===== src/snc_pkg.sv =====
// package: register map, field positions and timing for the system/non-maskable interrupt control
package snc_pkg;
  // register indices; byte address is four times the index
  localparam logic [7:0] IDX_TRAP_ARM = 8'h40;
  localparam logic [7:0] IDX_SRC_EN   = 8'h41;
  localparam logic [7:0] IDX_TRAPPED  = 8'h42;
  localparam logic [7:0] IDX_FLAGS    = 8'h43;
  localparam logic [7:0] IDX_IRQ_ACT  = 8'h44;
  localparam logic [7:0] IDX_PIO_BASE = 8'h45;
  localparam logic [7:0] IDX_PIO_TMR  = 8'h46;
  localparam logic [7:0] IDX_DRV_TMR  = 8'h47;
  localparam logic [7:0] IDX_REV      = 8'h64;
  localparam logic [7:0] IDX_A20      = 8'h6b;
  localparam logic [7:0] IDX_PWR_EN   = 8'h82;
  localparam logic [7:0] IDX_FORCE    = 8'h88;
  localparam logic [7:0] IDX_PSTAT    = 8'ha2;
  localparam logic [7:0] IDX_MODE     = 8'ha4;
  localparam logic [7:0] IDX_ACK      = 8'ha5;
  localparam logic [7:0] IDX_SOCKET   = 8'ha9;
  localparam logic [7:0] IDX_PAGE     = 8'haa;
  localparam logic [7:0] IDX_PCTL3    = 8'had;
  localparam logic [7:0] IDX_FEN1     = 8'hb0;
  localparam logic [7:0] IDX_PIN      = 8'hb3;
  // field positions
  localparam int B_PMU_FLAG  = 5;
  localparam int B_TICK_FLAG = 6;
  localparam int B_RTC_EN    = 3;
  localparam int B_KBD_EN    = 4;
  localparam int B_TICK_EN   = 5;
  localparam int B_SMI_SEL   = 7;
  localparam int B_REV_SMI   = 7;
  localparam int B_EXT_EN    = 4;
  localparam int B_EXT_POL   = 5;
  localparam int B_PIN_STATE = 1;
  // power source order in the ack register: mode, wake, level1, level2, level3
  localparam int S_MODE = 0;
  localparam int S_WAKE = 1;
  // fixed io decodes
  localparam logic [9:0] FDD_BASE = 10'h3f0;
  localparam logic [9:0] HDD_BASE = 10'h1f0;
  localparam logic [9:0] DRV_MASK = 10'h007;
  localparam logic [9:0] RTC_BASE = 10'h070;
  localparam logic [9:0] KBD_DATA = 10'h060;
  localparam logic [9:0] KBD_CMD  = 10'h064;
  // reset values
  localparam logic [7:0] RST_ZERO  = 8'h00;
  localparam logic [7:0] RST_ARM   = 8'h07;
  localparam logic [3:0] REV_CODE  = 4'h1;   // arbitrary revision code
  localparam logic [31:0] RD_ZERO  = 32'h0000_0000;
  // idle timer unit: 1 ms at 20 MHz
  localparam int CLK_MHZ   = 20;
  localparam int T_UNIT_US = 1000;
  localparam int UNIT_CYC  = T_UNIT_US * CLK_MHZ;
  typedef enum logic [3:0] {
    ST_IDLE = 4'b0001,
    ST_HSW  = 4'b0010,
    ST_ON   = 4'b0100,
    ST_STOP = 4'b1000
  } snc_state_e;
endpackage


===== src/snc_ctl.sv =====
// module: system/non-maskable interrupt control with temporary-on and idle-device timers
// Summary of operation
// - only mode change, battery level and wake sources may become NMI
// - routable sources run stopped clocks, slow rate outside PLL modes, until refresh
// - mode and battery sources keep prior mode; high-speed keeps its rate
// - wake source reaches high-speed mode before the interrupt is raised
// - ack write ends temporary-on; mode-change source advances to next mode
// - temporary-on holds activity, wake and timers; latched events replay on exit
// - clocks stop at first refresh after the ack write
// - socket bit 7 low sends routable sources to NMI
// - save page formed from page register and socket bits 5:4
// - address bit 20 forced low during handler when enabled
// - revision bit 7 tells whether last core reset came during handler
// - pin state and per-source flags readable, power unit flag bit 5
// - power status write resets power and tick generation
// - transition during handler stays queued until its own ack
// - three idle timers, 15 timeouts each plus off, cleared by device access
// - pio base from register, decode size from timer bits 7:6
// - drive irqs optionally count as activity, never trap
// - first access traps then starts timer; expiry arms next trap
// - expiry drives the device power bit low
// - trapped cycle lines captured at end of trapping command
// - writing 0 arms unconditional trap; no trap during handler
`timescale 1ns/1ps
`default_nettype none
module snc_ctl #(
  parameter int UNIT_CYC = snc_pkg::UNIT_CYC
) (
  // clock, reset, enable
  input  wire logic        mclk,
  input  wire logic        rst,
  input  wire logic        ce,
  // ahb-lite slave
  input  wire logic        hsel,
  input  wire logic [31:0] haddr,
  input  wire logic [1:0]  htrans,
  input  wire logic        hwrite,
  input  wire logic [2:0]  hsize,
  input  wire logic [31:0] hwdata,
  input  wire logic        hready,
  output logic             hreadyout,
  output logic [31:0]      hrdata,
  output logic             hresp,
  // pins
  input  wire logic        external_sysint_pin,
  input  wire logic        suspend_resume_pin,
  input  wire logic        battery_level_one_n,
  input  wire logic        battery_level_two_n,
  input  wire logic        battery_level_three_n,
  // power unit and core
  input  wire logic        mode_change_event,
  input  wire logic [2:0]  power_mode,
  input  wire logic        in_pll_mode,
  input  wire logic        in_high_speed,
  input  wire logic        activity_event,
  input  wire logic        wake_event,
  input  wire logic        refresh_tick,
  input  wire logic        cpu_in_sysint,
  input  wire logic        core_reset_req,
  input  wire logic        timer_tick_interrupt,
  input  wire logic        floppy_irq,
  input  wire logic        disk_irq,
  // io cycle
  input  wire logic        io_cycle_end,
  input  wire logic [9:0]  io_addr,
  input  wire logic        io_read_strobe_n,
  input  wire logic        io_write_strobe_n,
  input  wire logic        byte_high_enable_n,
  // interrupt and clock control
  output logic             sysint_req,
  output logic             nmi_req,
  output logic             clk_run,
  output logic             slow_clk_sel,
  output logic             goto_high_speed,
  output logic             hold_power_unit,
  output logic             advance_mode,
  output logic             replay_activity,
  output logic             a20_force_low,
  output logic [9:0]       save_page,
  output logic [2:0]       device_power_clear,
  output logic             force_mode_valid,
  output logic [2:0]       force_mode
);
  logic dp_q, dpw_q, map_q, rdy_q;
  logic [7:0] idx_q;
  logic [31:0] rdat_q;
  logic [7:0] rv;
  logic wr, rd;
  logic [7:0] en41_q, irqa_q, piob_q, piot_q, drvt_q, a20c_q, en82_q;
  logic [7:0] sock_q, page_q, pc3_q, fen1_q;
  logic [6:0] flags_q;
  logic [4:0] ack_q, seen_q, ev;
  logic [3:0] trapped_q;
  logic rev_smi_q;
  logic [1:0] ext_s, sr_s, b1_s, b2_s, b3_s;
  logic sr_d, b1_d, b2_d, b3_d, tick_d;
  logic ext_act, any_trap, misc_trap;
  logic [2:0] hit, iact, trap, expire, arm_w;
  logic [3:0] tsel [3];
  logic [31:0] unit_q;
  logic unit_tick;
  logic wake_pend_q, mode_src_q, act_lat_q;
  snc_pkg::snc_state_e st_q, st_d;
  logic smi_q, nmi_q, run_q, slow_q, hs_q, hold_q, adv_q, rep_q, a20_q;
  logic [9:0] pg_q;
  logic [2:0] pclr_q;
  logic fv_q;
  logic [2:0] fm_q;

  assign wr = dp_q & dpw_q & map_q;
  assign rd = dp_q & ~dpw_q & map_q;

  // one wait state on every transfer so read data comes from a flop
  always_ff @(posedge mclk) begin
    if (rst) begin
      dp_q  <= 1'b0;
      dpw_q <= 1'b0;
      map_q <= 1'b0;
      idx_q <= snc_pkg::RST_ZERO;
      rdy_q <= 1'b1;
    end else if (ce) begin
      if (hready & hsel & htrans[1]) begin
        dp_q  <= 1'b1;
        dpw_q <= hwrite;
        map_q <= (haddr[31:10] == 22'h00_0000);
        idx_q <= haddr[9:2];
        rdy_q <= 1'b0;
      end else begin
        dp_q  <= 1'b0;
        rdy_q <= 1'b1;
      end
    end
  end

  always_comb begin
    unique case (idx_q)
      snc_pkg::IDX_TRAP_ARM: rv = {5'h00, arm_w};
      snc_pkg::IDX_SRC_EN:   rv = en41_q;
      snc_pkg::IDX_TRAPPED:  rv = {4'h0, trapped_q};
      snc_pkg::IDX_FLAGS:    rv = {1'b0, flags_q};
      snc_pkg::IDX_IRQ_ACT:  rv = irqa_q;
      snc_pkg::IDX_PIO_BASE: rv = piob_q;
      snc_pkg::IDX_PIO_TMR:  rv = piot_q;
      snc_pkg::IDX_DRV_TMR:  rv = drvt_q;
      snc_pkg::IDX_REV:      rv = {rev_smi_q, 3'h0, snc_pkg::REV_CODE};
      snc_pkg::IDX_A20:      rv = a20c_q;
      snc_pkg::IDX_PWR_EN:   rv = en82_q;
      snc_pkg::IDX_FORCE:    rv = {5'h00, fm_q};
      snc_pkg::IDX_PSTAT:    rv = {6'h00, flags_q[snc_pkg::B_TICK_FLAG], flags_q[snc_pkg::B_PMU_FLAG]};
      snc_pkg::IDX_MODE:     rv = {5'h00, power_mode};
      snc_pkg::IDX_ACK:      rv = {3'h0, ack_q};
      snc_pkg::IDX_SOCKET:   rv = sock_q;
      snc_pkg::IDX_PAGE:     rv = page_q;
      snc_pkg::IDX_PCTL3:    rv = pc3_q;
      snc_pkg::IDX_FEN1:     rv = fen1_q;
      snc_pkg::IDX_PIN:      rv = {6'h00, ext_s[1], 1'b0};
      default:               rv = snc_pkg::RST_ZERO;
    endcase
  end

  always_ff @(posedge mclk) begin
    if (rst) begin
      rdat_q <= snc_pkg::RD_ZERO;
    end else if (ce && dp_q) begin
      rdat_q <= rd ? {24'h00_0000, rv} : snc_pkg::RD_ZERO;
    end
  end

  // plain control registers
  always_ff @(posedge mclk) begin
    if (rst) begin
      en41_q <= snc_pkg::RST_ZERO;
      irqa_q <= snc_pkg::RST_ZERO;
      piob_q <= snc_pkg::RST_ZERO;
      piot_q <= snc_pkg::RST_ZERO;
      drvt_q <= snc_pkg::RST_ZERO;
      a20c_q <= snc_pkg::RST_ZERO;
      en82_q <= snc_pkg::RST_ZERO;
      sock_q <= snc_pkg::RST_ZERO;
      page_q <= snc_pkg::RST_ZERO;
      pc3_q  <= snc_pkg::RST_ZERO;
      fen1_q <= snc_pkg::RST_ZERO;
    end else if (ce && wr) begin
      unique case (idx_q)
        snc_pkg::IDX_SRC_EN:   en41_q <= hwdata[7:0];
        snc_pkg::IDX_IRQ_ACT:  irqa_q <= hwdata[7:0];
        snc_pkg::IDX_PIO_BASE: piob_q <= hwdata[7:0];
        snc_pkg::IDX_PIO_TMR:  piot_q <= hwdata[7:0];
        snc_pkg::IDX_DRV_TMR:  drvt_q <= hwdata[7:0];
        snc_pkg::IDX_A20:      a20c_q <= hwdata[7:0];
        snc_pkg::IDX_PWR_EN:   en82_q <= hwdata[7:0];
        snc_pkg::IDX_SOCKET:   sock_q <= hwdata[7:0];
        snc_pkg::IDX_PAGE:     page_q <= hwdata[7:0];
        snc_pkg::IDX_PCTL3:    pc3_q  <= hwdata[7:0];
        snc_pkg::IDX_FEN1:     fen1_q <= hwdata[7:0];
        default: ;
      endcase
    end
  end

  // forced mode request handed to the power unit as a one-cycle pulse
  always_ff @(posedge mclk) begin
    if (rst) begin
      fv_q <= 1'b0;
      fm_q <= 3'h0;
    end else if (ce) begin
      fv_q <= wr && (idx_q == snc_pkg::IDX_FORCE);
      if (wr && (idx_q == snc_pkg::IDX_FORCE))
        fm_q <= hwdata[2:0];
    end
  end

  // pin synchronisers; only the second stage is looked at
  always_ff @(posedge mclk) begin
    if (rst) begin
      ext_s <= 2'b00;
      sr_s  <= 2'b00;
      b1_s  <= 2'b11;
      b2_s  <= 2'b11;
      b3_s  <= 2'b11;
      sr_d  <= 1'b0;
      b1_d  <= 1'b1;
      b2_d  <= 1'b1;
      b3_d  <= 1'b1;
      tick_d <= 1'b0;
    end else if (ce) begin
      ext_s <= {ext_s[0], external_sysint_pin};
      sr_s  <= {sr_s[0], suspend_resume_pin};
      b1_s  <= {b1_s[0], battery_level_one_n};
      b2_s  <= {b2_s[0], battery_level_two_n};
      b3_s  <= {b3_s[0], battery_level_three_n};
      sr_d  <= sr_s[1];
      b1_d  <= b1_s[1];
      b2_d  <= b2_s[1];
      b3_d  <= b3_s[1];
      tick_d <= timer_tick_interrupt;
    end
  end

  // level1/level3 trip on any change, level2 only on falling edge
  assign ev = {en82_q[7] & (b3_s[1] ^ b3_d),
               en82_q[6] & ~b2_s[1] & b2_d,
               en82_q[5] & (b1_s[1] ^ b1_d),
               en82_q[1] & sr_s[1] & ~sr_d,
               en82_q[0] & mode_change_event};
  assign ext_act = fen1_q[snc_pkg::B_EXT_EN] & (ext_s[1] ^ fen1_q[snc_pkg::B_EXT_POL]);

  // a read snapshots the flags; the ack write clears only what was seen
  always_ff @(posedge mclk) begin
    if (rst) begin
      ack_q  <= 5'h00;
      seen_q <= 5'h00;
    end else if (ce) begin
      if (rd && idx_q == snc_pkg::IDX_ACK)
        seen_q <= ack_q;
      ack_q <= (ack_q & ~((wr && idx_q == snc_pkg::IDX_ACK) ? seen_q : 5'h00)) | ev;
    end
  end

  // prescaler for the idle timers
  assign unit_tick = (unit_q == 32'(UNIT_CYC - 1));
  always_ff @(posedge mclk) begin
    if (rst)
      unit_q <= 32'h0000_0000;
    else if (ce)
      unit_q <= unit_tick ? 32'h0000_0000 : unit_q + 32'h0000_0001;
  end

  // device decode: 0 floppy, 1 hard drive, 2 pio
  logic [9:0] pio_mask;
  always_comb begin
    pio_mask = 10'(({3'h0, 1'b1} << piot_q[7:6]) - 4'h1);
    hit[0]   = (io_addr & ~snc_pkg::DRV_MASK) == snc_pkg::FDD_BASE;
    hit[1]   = (io_addr & ~snc_pkg::DRV_MASK) == snc_pkg::HDD_BASE;
    hit[2]   = (io_addr & ~pio_mask) == ({piob_q, 2'b00} & ~pio_mask);
    iact     = {1'b0, disk_irq, floppy_irq} & {3{irqa_q[0]}};
    tsel[0]  = drvt_q[3:0];
    tsel[1]  = drvt_q[7:4];
    tsel[2]  = piot_q[3:0];
  end

  genvar g;
  generate
    for (g = 0; g < 3; g++) begin : g_dev
      logic arm_q, started_q;
      logic [3:0] cnt_q;
      // armed when the register bit reads 0
      assign trap[g]   = io_cycle_end & hit[g] & en41_q[g] & ~cpu_in_sysint
                         & (~started_q | ~arm_q);
      assign expire[g] = started_q & arm_q & (tsel[g] != 4'h0) & unit_tick
                         & (cnt_q >= tsel[g] - 4'h1);
      assign arm_w[g]  = arm_q;
      always_ff @(posedge mclk) begin
        if (rst) begin
          arm_q     <= snc_pkg::RST_ARM[g];
          started_q <= 1'b0;
          cnt_q     <= 4'h0;
        end else if (ce) begin
          if (wr && idx_q == snc_pkg::IDX_TRAP_ARM)
            arm_q <= hwdata[g];
          if (!en41_q[g])
            started_q <= 1'b0;
          if (trap[g]) begin
            arm_q     <= 1'b1;
            started_q <= 1'b1;
            cnt_q     <= 4'h0;
          end else if ((io_cycle_end & hit[g]) | iact[g]) begin
            cnt_q <= 4'h0;
          end else if (expire[g]) begin
            arm_q <= 1'b0;
          end else if (started_q && arm_q && unit_tick) begin
            cnt_q <= cnt_q + 4'h1;
          end
        end
      end
    end
  endgenerate

  always_ff @(posedge mclk) begin
    if (rst)
      pclr_q <= 3'h0;
    else if (ce)
      pclr_q <= expire;
  end

  assign misc_trap = io_cycle_end & ~cpu_in_sysint & (
                     (en41_q[snc_pkg::B_RTC_EN] & ((io_addr & ~10'h001) == snc_pkg::RTC_BASE)) |
                     (en41_q[snc_pkg::B_KBD_EN] & ((io_addr == snc_pkg::KBD_DATA) |
                                                   (io_addr == snc_pkg::KBD_CMD))));
  assign any_trap  = |trap | misc_trap;

  // source flags; hardware set wins over the clear
  always_ff @(posedge mclk) begin
    if (rst) begin
      flags_q   <= 7'h00;
      trapped_q <= 4'h0;
      rev_smi_q <= 1'b0;
    end else if (ce) begin
      flags_q <= (flags_q
                  & ~((rd && idx_q == snc_pkg::IDX_FLAGS) ? 7'h1f : 7'h00)
                  & ~((wr && idx_q == snc_pkg::IDX_PSTAT) ? 7'h60 : 7'h00))
                 | {en41_q[snc_pkg::B_TICK_EN] & timer_tick_interrupt & ~tick_d,
                    |ev[4:2] | ev[snc_pkg::S_MODE] | (wake_pend_q & in_high_speed),
                    misc_trap & io_addr[4],
                    misc_trap & ~io_addr[4],
                    trap[2], trap[0], trap[1]};
      if (any_trap)
        trapped_q <= {byte_high_enable_n, io_write_strobe_n,
                      io_read_strobe_n, io_addr[0]};
      if (core_reset_req)
        rev_smi_q <= cpu_in_sysint;
    end
  end
  // temporary-on sequencing
  always_comb begin
    st_d = st_q;
    unique case (st_q)
      snc_pkg::ST_IDLE:
        if (ev[snc_pkg::S_WAKE])
          st_d = snc_pkg::ST_HSW;
        else if (|ev)
          st_d = snc_pkg::ST_ON;
      snc_pkg::ST_HSW:
        if (in_high_speed)
          st_d = snc_pkg::ST_ON;
      snc_pkg::ST_ON:
        if (wr && idx_q == snc_pkg::IDX_ACK)
          st_d = snc_pkg::ST_STOP;
      snc_pkg::ST_STOP:
        if (refresh_tick)
          st_d = snc_pkg::ST_IDLE;
    endcase
  end

  always_ff @(posedge mclk) begin
    if (rst) begin
      st_q        <= snc_pkg::ST_IDLE;
      wake_pend_q <= 1'b0;
      mode_src_q  <= 1'b0;
      act_lat_q   <= 1'b0;
      run_q       <= 1'b0;
      slow_q      <= 1'b0;
      hs_q        <= 1'b0;
      hold_q      <= 1'b0;
      adv_q       <= 1'b0;
      rep_q       <= 1'b0;
    end else if (ce) begin
      st_q <= st_d;
      if (ev[snc_pkg::S_WAKE])
        wake_pend_q <= 1'b1;
      else if (in_high_speed)
        wake_pend_q <= 1'b0;
      hs_q <= wake_pend_q | ev[snc_pkg::S_WAKE];
      if (st_q == snc_pkg::ST_IDLE && |ev)
        mode_src_q <= ev[snc_pkg::S_MODE];
      // activity seen in ST_ON is replayed at exit
      if (st_q == snc_pkg::ST_ON && st_d != snc_pkg::ST_ON)
        act_lat_q <= 1'b0;
      else if (st_q == snc_pkg::ST_ON && (activity_event | wake_event))
        act_lat_q <= 1'b1;
      rep_q  <= (st_q == snc_pkg::ST_ON) && (st_d != snc_pkg::ST_ON)
                && (act_lat_q | activity_event | wake_event);
      adv_q  <= (st_q == snc_pkg::ST_ON) && (st_d == snc_pkg::ST_STOP) && mode_src_q;
      run_q  <= st_d != snc_pkg::ST_IDLE;
      slow_q <= (st_d != snc_pkg::ST_IDLE) && !in_pll_mode;
      hold_q <= (st_d == snc_pkg::ST_ON) || (st_d == snc_pkg::ST_HSW);
    end
  end

  // interrupt routing and handler-time controls
  always_ff @(posedge mclk) begin
    if (rst) begin
      smi_q <= 1'b0;
      nmi_q <= 1'b0;
      a20_q <= 1'b0;
      pg_q  <= 10'h000;
    end else if (ce) begin
      smi_q <= (|flags_q[4:0]) | flags_q[snc_pkg::B_TICK_FLAG] | ext_act
               | (flags_q[snc_pkg::B_PMU_FLAG] & sock_q[snc_pkg::B_SMI_SEL]);
      nmi_q <= flags_q[snc_pkg::B_PMU_FLAG] & ~sock_q[snc_pkg::B_SMI_SEL];
      a20_q <= a20c_q[0] & cpu_in_sysint;
      pg_q  <= {sock_q[5:4], page_q};
    end
  end

  assign hreadyout          = rdy_q;
  assign hrdata             = rdat_q;
  assign hresp              = 1'b0;
  assign sysint_req         = smi_q;
  assign nmi_req            = nmi_q;
  assign clk_run            = run_q;
  assign slow_clk_sel       = slow_q;
  assign goto_high_speed    = hs_q;
  assign hold_power_unit    = hold_q;
  assign advance_mode       = adv_q;
  assign replay_activity    = rep_q;
  assign a20_force_low      = a20_q;
  assign save_page          = pg_q;
  assign device_power_clear = pclr_q;
  assign force_mode_valid   = fv_q;
  assign force_mode         = fm_q;
endmodule
`default_nettype wire


===== config.mk =====
export PLATFORM = sky130hd
export DESIGN_NAME = snc_ctl
export DESIGN_NICKNAME = d
export VERILOG_FILES = /design/src/snc_pkg.sv /design/src/snc_ctl.sv
export SDC_FILE = /design/constraint.sdc
export NUM_CORES = 1
export LEC_CHECK = 0
export ABC_AREA = 1
export BUFFER_PORTS_ARGS = -buffer_cell sky130_fd_sc_hd__buf_2
export CORE_AREA = 5 5 115 225
export CTS_BUF_LIST = sky130_fd_sc_hd__clkbuf_4
export CTS_CLUSTER_DIAMETER = 50
export CTS_CLUSTER_SIZE = 12
export DETAILED_ROUTE_END_ITERATION = 10
export DIE_AREA = 0 0 120 230
export PLACE_DENSITY_LB_ADDON = 0.12
export SETUP_SLACK_MARGIN = 0.5
export SLEW_MARGIN = 20
export SYNTH_ARGS = -nofsm -noshare
export SYNTH_HDL_FRONTEND = slang
export SYNTH_SLANG_ARGS = --single-unit
export TNS_END_PERCENT = 30

===== constraint.sdc =====
create_clock -name mclk -period 2.05 [get_ports mclk]
set_input_delay 0.1025 -clock mclk [delete_from_list [all_inputs] [get_ports mclk]]
set_output_delay 0.1025 -clock mclk [all_outputs]
set_load 0.005 [all_outputs]

After elaboration in Yosys (flattened, before gate mapping)
Cells that the tools add are included.
Operators by class
  add/subtract/negate cells: 8
  $mul: 0
  div/mod/pow operators: 0
  equality and inequality tests: 42
  muxes and demuxes: 48
  reduce and logical (&&, ||, !) cells: 61
  shift-type cells: 1
  bitwise operators: 96
  magnitude comparators: 3
Operators with widths (number)
  8-bit one-hot mux with 20 select lines: 1
  8-bit by 7-bit == test with 1-bit output (second input constant): 10
  8-bit == test (second input constant): 10
  4-bit 2-to-1 mux: 17
  1-bit bitwise AND: 50
  2-bit AND reduction: 22
  32-bit by 1-bit adder with 32-bit output (second input constant): 1
  32-bit by 15-bit == test with 1-bit output (second input constant): 1
  32-bit 2-to-1 mux: 1
  1-bit 2-to-1 mux: 24
  22-bit logical NOT: 1
  1-bit logical AND: 21
  10-bit bitwise AND: 2
  10-bit by 7-bit == test with 1-bit output (second input constant): 2
  1-bit OR: 18
  4-bit one-hot mux with 4 select lines: 1
  7-bit bitwise AND: 2
  1-bit NOT: 13
  4-bit by 1-bit adder with 4-bit output (second input constant): 3
  4-bit greater-or-equal comparator: 3
  4-bit nonzero test: 3
  4-bit by 1-bit subtractor with 4-bit output (second input constant): 3
  10-bit == test: 1
  5-bit 2-to-1 mux: 2
  other kinds (31): 47
Storage, ports and cells
  output and inout bits: 60
  memories: 0
  latch bits: 0
  RAM bits: 0
  ROM bits: 0
  logic and storage cells: 318
  register bits after elaboration: 252

Logic depth before layout (Yosys ltp)
Gate-level depths: netlist (run 1).
  word-level depth: 12
  gate-level depth with buffers: 14
  mapped depth without buffers: 13

Worst setup path after synthesis (run 1)
No wires, ideal clock.
  path type: reg2reg
  start point: register piot_q[7]
  end point: register trapped_q[0]
  cell stages (with the launch flop): 13
  slack: 0.203 ns
  arrival time: 1.732 ns
  setup time: 0.115 ns
  data required time: 1.935 ns
  path through: dfxtp_1 -> inv_1 -> nand2_1 -> ha_1 -> nand2_1 -> a21boi_0 -> nand3b_1 -> nor2_1 -> nand2_1 -> inv_1 -> nand3_2 -> a21oi_1 -> nor2_1
On the way
  word-level cells in the longest chain between the ends: 12
Ends and longest elaborated chain
  start, declared: line snc_ctl.sv:89  | logic [7:0] en41_q, irqa_q, piob_q, piot_q, drvt_q, a20c_q, en82_q;
  start signal, assigned: line snc_ctl.sv:175  | piot_q <= snc_pkg::RST_ZERO;
  start signal, assigned: line snc_ctl.sv:188  | snc_pkg::IDX_PIO_TMR: piot_q <= hwdata[7:0];
  1-bit by 2-bit << shifter with 10-bit output *: line snc_ctl.sv:272  | pio_mask = 10'(({3'h0, 1'b1} << piot_q[7:6]) - 4'h1);
  10-bit by 1-bit subtractor with 10-bit output *: line snc_ctl.sv:272
  10-bit NOT *: line snc_ctl.sv:275  | hit[2] = (io_addr & ~pio_mask) == ({piob_q, 2'b00} & ~pio_mask);
  10-bit bitwise AND: line snc_ctl.sv:275
  10-bit == test *: line snc_ctl.sv:275
  1-bit bitwise AND * (3 in a row): line snc_ctl.sv:288  | assign trap[g] = io_cycle_end & hit[g] & en41_q[g] & ~cpu_in_sysint
  1-bit bitwise AND *: line snc_ctl.sv:289  | & (~started_q | ~arm_q);
  3-bit OR reduction *: line snc_ctl.sv:330  | assign any_trap = |trap | misc_trap;
  1-bit OR *: line snc_ctl.sv:330
  2-bit AND reduction (no line) *
  end signal, assigned: line snc_ctl.sv:348  | trapped_q <= {byte_high_enable_n, io_write_strobe_n,
  end, declared: line snc_ctl.sv:93  | logic [3:0] trapped_q;
Mark *: on every way between the ends. The rest lies on a longest branch, timed or not.
A chain may end at the register's enable or synchronous reset.

Worst setup path in the final report (run 1)
  start point: register idx_q[4]
  end point: register rdat_q[1], in the netlist hrdata[1]
On the way
  word-level cells in the longest chain between the ends: 3
Ends and longest elaborated chain
  start, declared: line snc_ctl.sv:85  | logic [7:0] idx_q;
  start signal, assigned: line snc_ctl.sv:119  | idx_q <= snc_pkg::RST_ZERO;
  start signal, assigned: line snc_ctl.sv:126  | idx_q <= haddr[9:2];
  8-bit == test / 8-bit by 7-bit == test with 1-bit output (equally long branches): line snc_ctl.sv:136  | unique case (idx_q)
  8-bit one-hot mux with 20 select lines *: line snc_ctl.sv:136
  8-bit 2-to-1 mux *: line snc_ctl.sv:165  | rdat_q <= rd ? {24'h00_0000, rv} : snc_pkg::RD_ZERO;
  end signal, assigned: line snc_ctl.sv:163  | rdat_q <= snc_pkg::RD_ZERO;
  end signal, assigned: line snc_ctl.sv:165
  end, declared: line snc_ctl.sv:86  | logic [31:0] rdat_q;
Marks and branches as above.

==> results of run 1 <==
[per-stage QoR]
| stage | worst slack [ns] | hold WS [ns] | cell area, µm² |
|---|---|---|---|
| floorplan | 0.3733 | 0.2213 | 11940 |
| global placement | 0.09128 | 0.3153 | 12900 |
| detailed placement | 0.07903 | 0.3171 | 12900 |
| CTS | 0.1600 | -0.07349 | 14780 |
| global route | 0.008766 | -0.07411 | 15450 |
| finish | 0.1095 | -0.07113 | 15460 |
[cell type report]
cell class | count | area (µm²) | share of cell area [%]
clock inverter | 1 | 30.03 | 0.1943
inverter | 203 | 818.3 | 5.294
timing repair buffer | 328 | 2600 | 16.82
clock buffer | 22 | 165.2 | 1.069
multi-input combinational | 1202 | 6855 | 44.35
tap | 287 | 359.1 | 2.323
timing repair inverter | 1 | 7.507 | 0.04857
antenna | 3 | 7.507 | 0.04857
sequential | 228 | 4613 | 29.85
[cell usage in the layout (no fill, tap or decap), drive strengths merged]
cell	n
or2	4
inv	202
a21oi	192
o211ai	8
conb	25
diode	3
nand4	47
nand3	137
nor2	177
a31oi	3
a211oi	7
nor3	30
nand2	344
a311oi	1
nor3b	3
nand3b	6
clkinvlp	2
xor2	12
clkbuf	22
and3	1
dfxtp	228
dlygate4sd3	85
o21bai	2
bufinv	1
o21ai	152
ha	20
nor4	13
a21boi	1
bufbuf	2
o22ai	9
buf	241
xnor2	7
o221a	1
[where the power goes]
part           internal, µW  switching [µW]
Clock                   625            1470
Combinational           334             483
Sequential             4490            50.6
Total                  5450            2000
[registers in the layout, indices dropped and copies added, names as in the netlist, 4 cells and up]
signal / cells
page_q: 8
sock_q: 8
save_page: 10
unit_q: 32
st_q: 4
seen_q: 5
en82_q: 8
idx_q: 8
piot_q: 8
pc3_q: 8
en41_q: 8
a20c_q: 8
hrdata: 8
drvt_q: 8
fen1_q: 8
ack_q: 5
trapped_q: 4
piob_q: 8
flags_q: 7
g_dev.cnt_q: 12
irqa_q: 8
[routing by layer]
| layer | routed length (µm) | track usage [%] |
|---|---|---|
| met2 | 24260 | 60.40 |
| met3 | 2126 | 4.156 |
| met4 | 4115 | 25.35 |
| met5 | 0 | 0 |
| met1 | 15180 | 30.26 |
[Yosys cell counts (all sizes together) (2+ instances only)]
cell / instances / area share [%]
dfxtp: 228 / 39
nand4: 47 / 2.7
nor3: 30 / 1.5
o21ai: 152 / 6.5
ha: 20 / 2.1
or2: 4 / 0.21
clkbuf: 42 / 1.3
a211oi: 7 / 0.45
nor4: 13 / 0.75
nand3b: 6 / 0.38
nor3b: 3 / 0.23
xor2: 12 / 0.90
o211ai: 8 / 0.51
inv: 202 / 6.5
o22ai: 9 / 0.48
a21oi: 192 / 8.2
nand3: 136 / 6.1
nor2: 177 / 6.6
a31oi: 3 / 0.16
xnor2: 7 / 0.52
o21bai: 2 / 0.13
buf: 49 / 3.1
nand2: 344 / 11
[logic make-up after synthesis]
| group | count (synthesis) | share of synthesized area [%] |
|---|---|---|
| compound gates | 376 | 16.67 |
| xor+xnor | 19 | 1.419 |
| fa+ha+maj | 20 | 2.134 |
| buf+inv | 294 | 10.89 |
| flops | 228 | 38.92 |
| other cells | 1 | 0.03197 |
| simple gates | 761 | 29.93 |
[timing repair]
item                                    CTS  global route
gates resized for setup                 147           128
buffers inserted                         34            27
gates cloned                              5             0
hold endpoints to repair                190             9
pin swaps                                51            67
endpoints found under the setup margin  172           178
[worst max-delay path, stage by stage (launching register included)]
cell and delay, ns:
dfxtp_2 0.38, inv_4 0.06, nand2_4 0.08, nor2_4 0.05, buf_4 0.14, bufbuf_16 0.26
nand3_1 0.08, o21ai_0 0.09, buf_4 0.15, nor2_1 0.15, nand2_2 0.13, nor2_1 0.10
nand2_1 0.07, nand2_2 0.07, a21oi_2 0.04
[final timing paths]
kind                                                to  cells past startpoint  slack [ns]
worst min register to register  seen_q[3]$_SDFFE_PP0P_                      2        0.46
worst min-delay path            unit_q[2]$_SDFFE_PP0P_                      4       -0.07
worst max register to register  hrdata[1]$_SDFFE_PP0P_                     14        0.11
worst max-delay path            hrdata[1]$_SDFFE_PP0P_                     14        0.11
==> out/qor.txt, run 1 <==
Post-DP HPWL - 31470 µm
Total Die Area - 27600 µm²
Peak supply drop - 402.5 µV
Via count - 12710
Largest net degree at the start of global routing - 88
I/O pins - 168
Layout Nets - 2114
Clock root buffer - clkbuf_4
Sequential cell area fraction in the yosys report - 38.92%
Synth warn - 0
Number of synthesized flops with an enable pin - 0
Primary FF master, synth - dfxtp_1
MaxCap Viol Count - 0
Total GRT Usage - 32.04%
Clock Path Buffers - 3
TNS Setup - 0 ns
# DRC - 0
Die width - 120 µm
H-tree Lvls - 1
Cell area after synthesis - 11730 µm²
Hold path start - ce
Initial core utilization - 49.03%
Non-filler cells, final - 2275
Final Hold Vio Count - 7
Row count - 80
Crit path DAT - 2.54 ns
Count of different cell masters after synthesis - 47
Worst skew pair latency - 0.73 ns
CTS Sinks - 228
Power Total - 7452 µW
GRT overflow - 0
CP startpoint kind - register
Fillcell total - 2221
DR pass1 iterations - 6
First-pass GRT wire length - 68610 µm
Critical Path Start - idx_q[4]$_SDFFE_PP0P_
Avg Cell Area, Syn - 6.903 µm²
Post-Syn Instances - 1699
Slew margin rel. - 42.37%
Endpoints failing setup - 0
IO buf count - 112
GPL Wtd Cong - 1.028
Power per Cell Area - 482.1 nW/µm²
Core area - 23920 µm²
Least-Margin Pin Slew - 0.8578 ns
CTS tree - built
Worst-path clk slew - 0.13 ns
Critical path start-end classification - reg -> reg
Vias in the first global route - 12590
Drt total wl - 45680 µm
Vias/cell - 5.585
Post-route antenna net violation count - 0
Share of layout cells above drive strength 1 - 27.20%
DR WL/cell - 20.08 µm
Crit share post-route - 94.66%
CP endpoint kind - register
Required time of the critical path - 2.65 ns
Fmax - 515.3 MHz
RSZ-0062 raised after global routing - true
Placed instance count - 2098
CP max FO - 4
Violations in the final reports - negative hold slack
Final Util - 64.61%
Layout area overhead - 31.78%
Outcome - finished, violations left
# hold bufs at CTS - 85
Critical R2R Launch - idx_q[4]$_SDFFE_PP0P_
Leak - 0.006724 µW
Ys async rst share - 0%
Min Tclk post-route - 1.941 ns
Worst Hold Class - in -> reg
Hold_ws - -0.07113 ns
Chip height - 230 µm
CTS Buf Count - 22
Clock skew - 0.06281 ns
Fin. max-slew vios - 0
Number of synthesized register bits - 228
Iter 0 DRT Violations - 926
Initial antenna violation count - 2
Power figures use the tool's default switching activity.
==> run 2: changes to the inputs <==
--- a/config.mk
+++ b/config.mk
@@ -8,10 +8,10 @@
 export ABC_AREA = 1
 export BUFFER_PORTS_ARGS = -buffer_cell sky130_fd_sc_hd__buf_2
-export CORE_AREA = 5 5 115 225
+export CORE_AREA = 5 5 160 162
 export CTS_BUF_LIST = sky130_fd_sc_hd__clkbuf_4
 export CTS_CLUSTER_DIAMETER = 50
 export CTS_CLUSTER_SIZE = 12
 export DETAILED_ROUTE_END_ITERATION = 10
-export DIE_AREA = 0 0 120 230
+export DIE_AREA = 0 0 165 167
 export PLACE_DENSITY_LB_ADDON = 0.12
 export SETUP_SLACK_MARGIN = 0.5
==> constraint.sdc (replaced) <==
create_clock -name mclk -period 2.05 [get_ports mclk]
set_input_delay 0.1025 -clock mclk [delete_from_list [all_inputs] [get_ports mclk]]
set_output_delay 0.1025 -clock mclk [all_outputs]
set_load 0.1 [all_outputs]
==> run 2 against run 1 <==
  * The flow now finishes without violations
  * Fmax grew 3.3%
  * Clock power rose by 42%
  * First-iteration DRC count grew 22%
  * Cell count is 1.4% higher
  * Largest power group unchanged
==> out/qor.txt, run 2 (synthesis gave the netlist of run 1 again) <==
Critical path start-end classification - reg -> reg
Multi-input gate area - 6925 µm²
Row count - 57
Post-DP HPWL - 26530 µm
Gate power share - 13.1%
First-pass GRT wire length - 61230 µm
Vias in the first global route - 11570
Net Sw Frac - 31.40%
Fin. max-slew vios - 0
P_int - 5926 µW
Clk network pwr share - 34.5%
Final Hold Vio Count - 0
Hold_ws - 0.1037 ns
CTS Buf Count - 31
IO buf count - 112
Crit path DAT - 2.57 ns
# DRC - 0
Core area - 23960 µm²
Fmax - 532.5 MHz
Worst skew pair latency - 0.74 ns
Initial core utilization - 48.95%
I/O pins - 168
Fillcell total - 2146
Via count - 12560
Die width - 165 µm
Total GRT Usage - 27.50%
CP max FO - 5
MaxCap Viol Count - 0
RSZ-0062 raised after global routing - true
Peak supply drop - 440.6 µV
Clock root buffer - clkbuf_4
DR WL/cell - 17.31 µm
Crit share post-route - 91.61%
Most frequent cells in the layout - nand2_1, dfxtp_1, a21oi_1, inv_1, nor2_1
Outcome - finished, final reports clean
Chip height - 167 µm
CTS tree - built
Layout Nets - 2089
Non-filler cells, final - 2307
Drt total wl - 39930 µm
Min Tclk post-route - 1.878 ns
Initial antenna violation count - 3
Least-Margin Pin Slew - 0.8587 ns
H-tree Lvls - 1
Slew margin rel. - 42.76%
GRT overflow - 0
Layout area overhead - 32.64%
DR pass1 iterations - 6
CTS Sinks - 228
Reg power frac - 52.5%
Leak - 0.006572 µW
Vias/cell - 5.444
Top reg by flops - unit_q
Net switching power - 2713 µW
CP endpoint kind - register
Power per Cell Area - 555.2 nW/µm²
Clock Path Buffers - 3
GPL Wtd Cong - 0.9793
Iter 0 DRT Violations - 1127
Total Die Area - 27560 µm²
CP startpoint kind - register
Largest net degree at the start of global routing - 48
TNS Setup - 0 ns
Commonest non-fill, non-tap cell in the layout - nand2_1
Endpoints failing setup - 0
Post-route antenna net violation count - 0
Required time of the critical path - 2.74 ns
Sequential standard cell area - 4628 µm²
Largest register FFs - 32
Placed instance count - 2101
Clock skew - 0.02069 ns
Worst-path clk slew - 0.12 ns
Worst Hold Class - in -> reg
Share of layout cells above drive strength 1 - 29.01%
Final Util - 64.92%
run 2: changes by cell type in the layout (fill, tap and decap cells not counted), sizes merged:
cell          delta
buf             -21
dlymetal6s4s     +1
inv              +3
clkinvlp         +1
bufinv           +1
bufbuf           -2
diode            -2
clkbuf          +10
clkinv          +16
dlygate4sd3     -12
run 2: power by group through the flow:
| stage | clock network, µW | registers, µW | logic (µW) |
|---|---|---|---|
| after global placement | 0 | 4630 | 891 |
| after floorplan | 0 | 4770 | 556 |
| after CTS | 3010 | 4530 | 1050 |
| after global routing | 3240 | 4540 | 1200 |
| final | 2980 | 4530 | 1130 |
| after detailed placement | 0 | 4640 | 896 |
run 2: cell type report:
class | count | area share [%]
antenna | 1 | 0.01608
clock buffer | 32 | 1.544
clock inverter | 22 | 1.311
inverter | 203 | 5.356
multi-input combinational | 1202 | 44.52
sequential | 228 | 29.75
tap | 324 | 2.606
timing repair buffer | 294 | 14.83
timing repair inverter | 1 | 0.07238
run 2: final timing paths:
path                               start                         to  slack, ns  cells after the start
setup / recovery  piot_q[6]$_SDFFE_PP0P_  trapped_q[1]$_SDFFE_PP0P_       0.17                     13
hold / removal          io_read_strobe_n  trapped_q[1]$_SDFFE_PP0P_       0.10                      4
setup reg to reg  piot_q[6]$_SDFFE_PP0P_  trapped_q[1]$_SDFFE_PP0P_       0.17                     13
hold reg to reg   sock_q[2]$_SDFFE_PP0P_     sock_q[2]$_SDFFE_PP0P_       0.46                      2
run 2: per-layer routing:
| metal | part of all wire [%] | global-route usage, % | vias to the layer above | wire, µm |
|---|---|---|---|---|
| li1 | - | - | 6135 | - |
| met1 | 42 | 37.73 | 5726 | 16590 |
| met2 | 46 | 44.35 | 583 | 18380 |
| met3 | 9.1 | 4.968 | 113 | 3645 |
| met4 | 3.2 | 7.631 | 2 | 1297 |
| met5 | 0.033 | 0 | - | 13 |
run 2: through the flow:
step,cell area (µm²),power (µW),setup slack (ns)
3_3_place_gp,12660,5524,0.1260
4_1_cts,14800,8601,0.1766
6_report,15560,8638,0.1720
5_1_grt,15560,8981,0.01018
2_1_floorplan,11940,5329,0.3733
3_5_place_dp,12660,5531,0.06898
run 2: timing repair:
action | CTS | global route
endpoints found under the hold margin | 165 | 1
buffers inserted | 42 | 29
resized for setup | 154 | 166
setup endpoints to repair | 205 | 237
gates cloned | 5 | 1
hold buffers | 73 | 1
pin swaps | 60 | 90
run 2: worst max-delay path, cell delays in order, from the launching register on:
cell      delay, ns
dfxtp_2        0.35
inv_2          0.08
nand2_4        0.06
ha_4           0.23
nand2_2        0.06
a21boi_2       0.14
nand3b_1       0.11
nor2_2         0.15
nand2_4        0.14
inv_6          0.12
nand3_4        0.10
nand3b_1       0.13
nand2_1        0.06
nor2_1         0.10
==> run 3: changes to the inputs <==
Settings changed: RECOVER_POWER set to 100.
==> run 3 against run 2 <==
  * Register-to-register slack worse by 0.12 ns
  * Sequential power hardly changed
  * Sequential cell count stayed put
  * Critical path depth is 1 lower
  * First-iteration DRC count is 15% higher
  * Critical endpoint is now pc3_q[3]$_SDFFE_PP0P_
  * Largest cell class unchanged
  * Largest power group unchanged
  * Highest routed layer unchanged
==> out/qor.txt, run 3 (synthesis gave the netlist of run 1 again) <==
Outcome - finished, final reports clean
GPL Wtd Cong - 0.9793
DR pass1 iterations - 6
MaxCap Viol Count - 0
Worst skew pair latency - 0.74 ns
Least-Margin Pin Slew - 1.031 ns
Initial antenna violation count - 3
Crit share post-route - 97.46%
Critical path start-end classification - reg -> reg
Post-route antenna net violation count - 0
Total Die Area - 27560 µm²
Pre-CTS WS - 0.06898 ns
GRT overflow - 0
# DRC - 0
H-tree Lvls - 1
Most frequent cells in the layout - nand2_1, dfxtp_1, a21oi_1, inv_1, nor2_1
Share of layout cells above drive strength 1 - 27.40%
First-pass GRT wire length - 61230 µm
Clock Path Buffers - 3
Post-DP HPWL - 26530 µm
Power per Cell Area - 560.5 nW/µm²
Final Hold Vio Count - 0
Clock root buffer - clkbuf_4
Largest delay share family, worst path - buffers and inverters
CTS Sinks - 228
Largest net degree at the start of global routing - 48
Endpoints failing setup - 0
Layout Nets - 2089
Critical R2R Launch - idx_q[4]$_SDFFE_PP0P_
CP startpoint kind - register
Iter 0 DRT Violations - 1301
Layout area overhead - 30.98%
Hold_ws - 0.1091 ns
Peak supply drop - 440.4 µV
Post-route design area - 15360 µm²
CP Cell Sequence - inv_2 > buf_6 > nand2_4 > nor2_1 > buf_6 > buf_16 > nand2_4 > nor2_4 > clkbuf_1 > inv_8 > nand2_1 > a21oi_1
Via count - 12550
TNS Setup - 0 ns
Critical Path Start - idx_q[4]$_SDFFE_PP0P_
Initial core utilization - 48.95%
Multi-input gate area - 6807 µm²
Setup ws final - 0.05206 ns
Min Tclk post-route - 1.998 ns
Core area - 23960 µm²
Fillcell total - 2191
Row count - 57
Hold path start - io_read_strobe_n
CP endpoint kind - register
Crit path DAT - 2.61 ns
DR WL/cell - 17.36 µm
Fmax - 500.5 MHz
Chip height - 167 µm
Total GRT Usage - 27.50%
Worst-path clk slew - 0.12 ns
IO buf count - 112
Top reg by flops - unit_q
Sequential standard cell area - 4621 µm²
CTS tree - built
Clock skew - 0.02021 ns
Max incr delay on CP - 0.35 ns
Die width - 165 µm
Crit-path slowest cell - dfxtp_1
CP max FO - 6
Commonest non-fill, non-tap cell in the layout - nand2_1
Worst Hold Class - in -> reg
Fin. max-slew vios - 0
Required time of the critical path - 2.66 ns
I/O pins - 168
Slew margin rel. - 31.24%
CTS Buf Count - 31
Largest register FFs - 32
Buf/Inv on CP - 6
Drt total wl - 40050 µm
Cell Area, Placed - 12660 µm²
RSZ-0062 raised after global routing - true
Vias in the first global route - 11570
Leak - 0.006451 µW
Power Total - 8611 µW
Vias/cell - 5.438
-- run 3: cell count changes in the layout (fill, tap and decap cells not counted), moves of 3 or more --
cell      change
buf_4         -6
o21ai_0       +4
o21ai_2       -3
clkbuf_2     +37
clkbuf_1      +6
nor2_4        -4
nand2_1      +11
nor2_1        +6
buf_6         -3
buf_2        -32
nand2_2       -7
inv_1         +3
nand2_4       -3
-- run 3: final timing paths --
kind                                to  cells past startpoint  slack [ns]
max              pc3_q[3]$_SDFFE_PP0P_                     12        0.05
max reg2reg      pc3_q[3]$_SDFFE_PP0P_                     12        0.05
min reg2reg     seen_q[2]$_SDFFE_PP0P_                      2        0.46
min          trapped_q[1]$_SDFFE_PP0P_                      4        0.11
-- run 3: cell type report --
type	instances	share of cell area [%]
flip-flops and latches	228	30.08
clock inverters	22	1.328
repair inverters	1	0.07330
clock buffers	32	1.564
inverters	203	5.392
multi-input cells	1202	44.31
repair buffers	294	14.60
well taps	324	2.639
diodes	1	0.01629
-- run 3: power breakdown --
part | leakage [µW] | switching [µW] | internal (µW) | total [µW]
combinational | 0.00434 | 794 | 320 | 1110
sequential | 0.00186 | 48.0 | 4490 | 4530
clock | 0.000250 | 1850 | 1110 | 2960
-- run 3: repair_timing --
| action | 4_1_cts | 5_1_grt |
|---|---|---|
| endpoints found under the setup margin | 205 | 237 |
| hold buffers | 73 | 1 |
| pin swaps | 60 | 90 |
| cloned | 5 | 1 |
| setup buffers | 42 | 29 |
| endpoints found under the hold margin | 165 | 1 |
| gates resized for setup | 154 | 166 |
-- run 3: routing by layer --
| layer | vias up | share of wire (%) | routed length, µm | GRT usage (%) |
|---|---|---|---|---|
| met5 | - | 0.032 | 13 | 0 |
| met1 | 5765 | 42 | 16700 | 37.73 |
| li1 | 6118 | - | - | - |
| met4 | 2 | 3.2 | 1267 | 7.631 |
| met2 | 542 | 46 | 18540 | 44.35 |
| met3 | 119 | 8.8 | 3533 | 4.968 |
-- run 3: worst register-to-register path, delay by kind of cell (launching register included) --
kind / cells / cell delay [ns]
and+or+nand+nor: 5 / 0.63
DFF: 1 / 0.35
AOI/OAI and AO/OA: 1 / 0.07
buffers and inverters: 6 / 0.82
-- run 3: metrics by stage --
| step | util, % | instances |
|---|---|---|
| final | 64.11 | 2307 |
| after global placement | 52.84 | 2101 |
| after floorplan | - | 1723 |
| after global routing | 64.11 | 2307 |
| after detailed placement | 52.84 | 2101 |
| after CTS | 61.75 | 2275 |
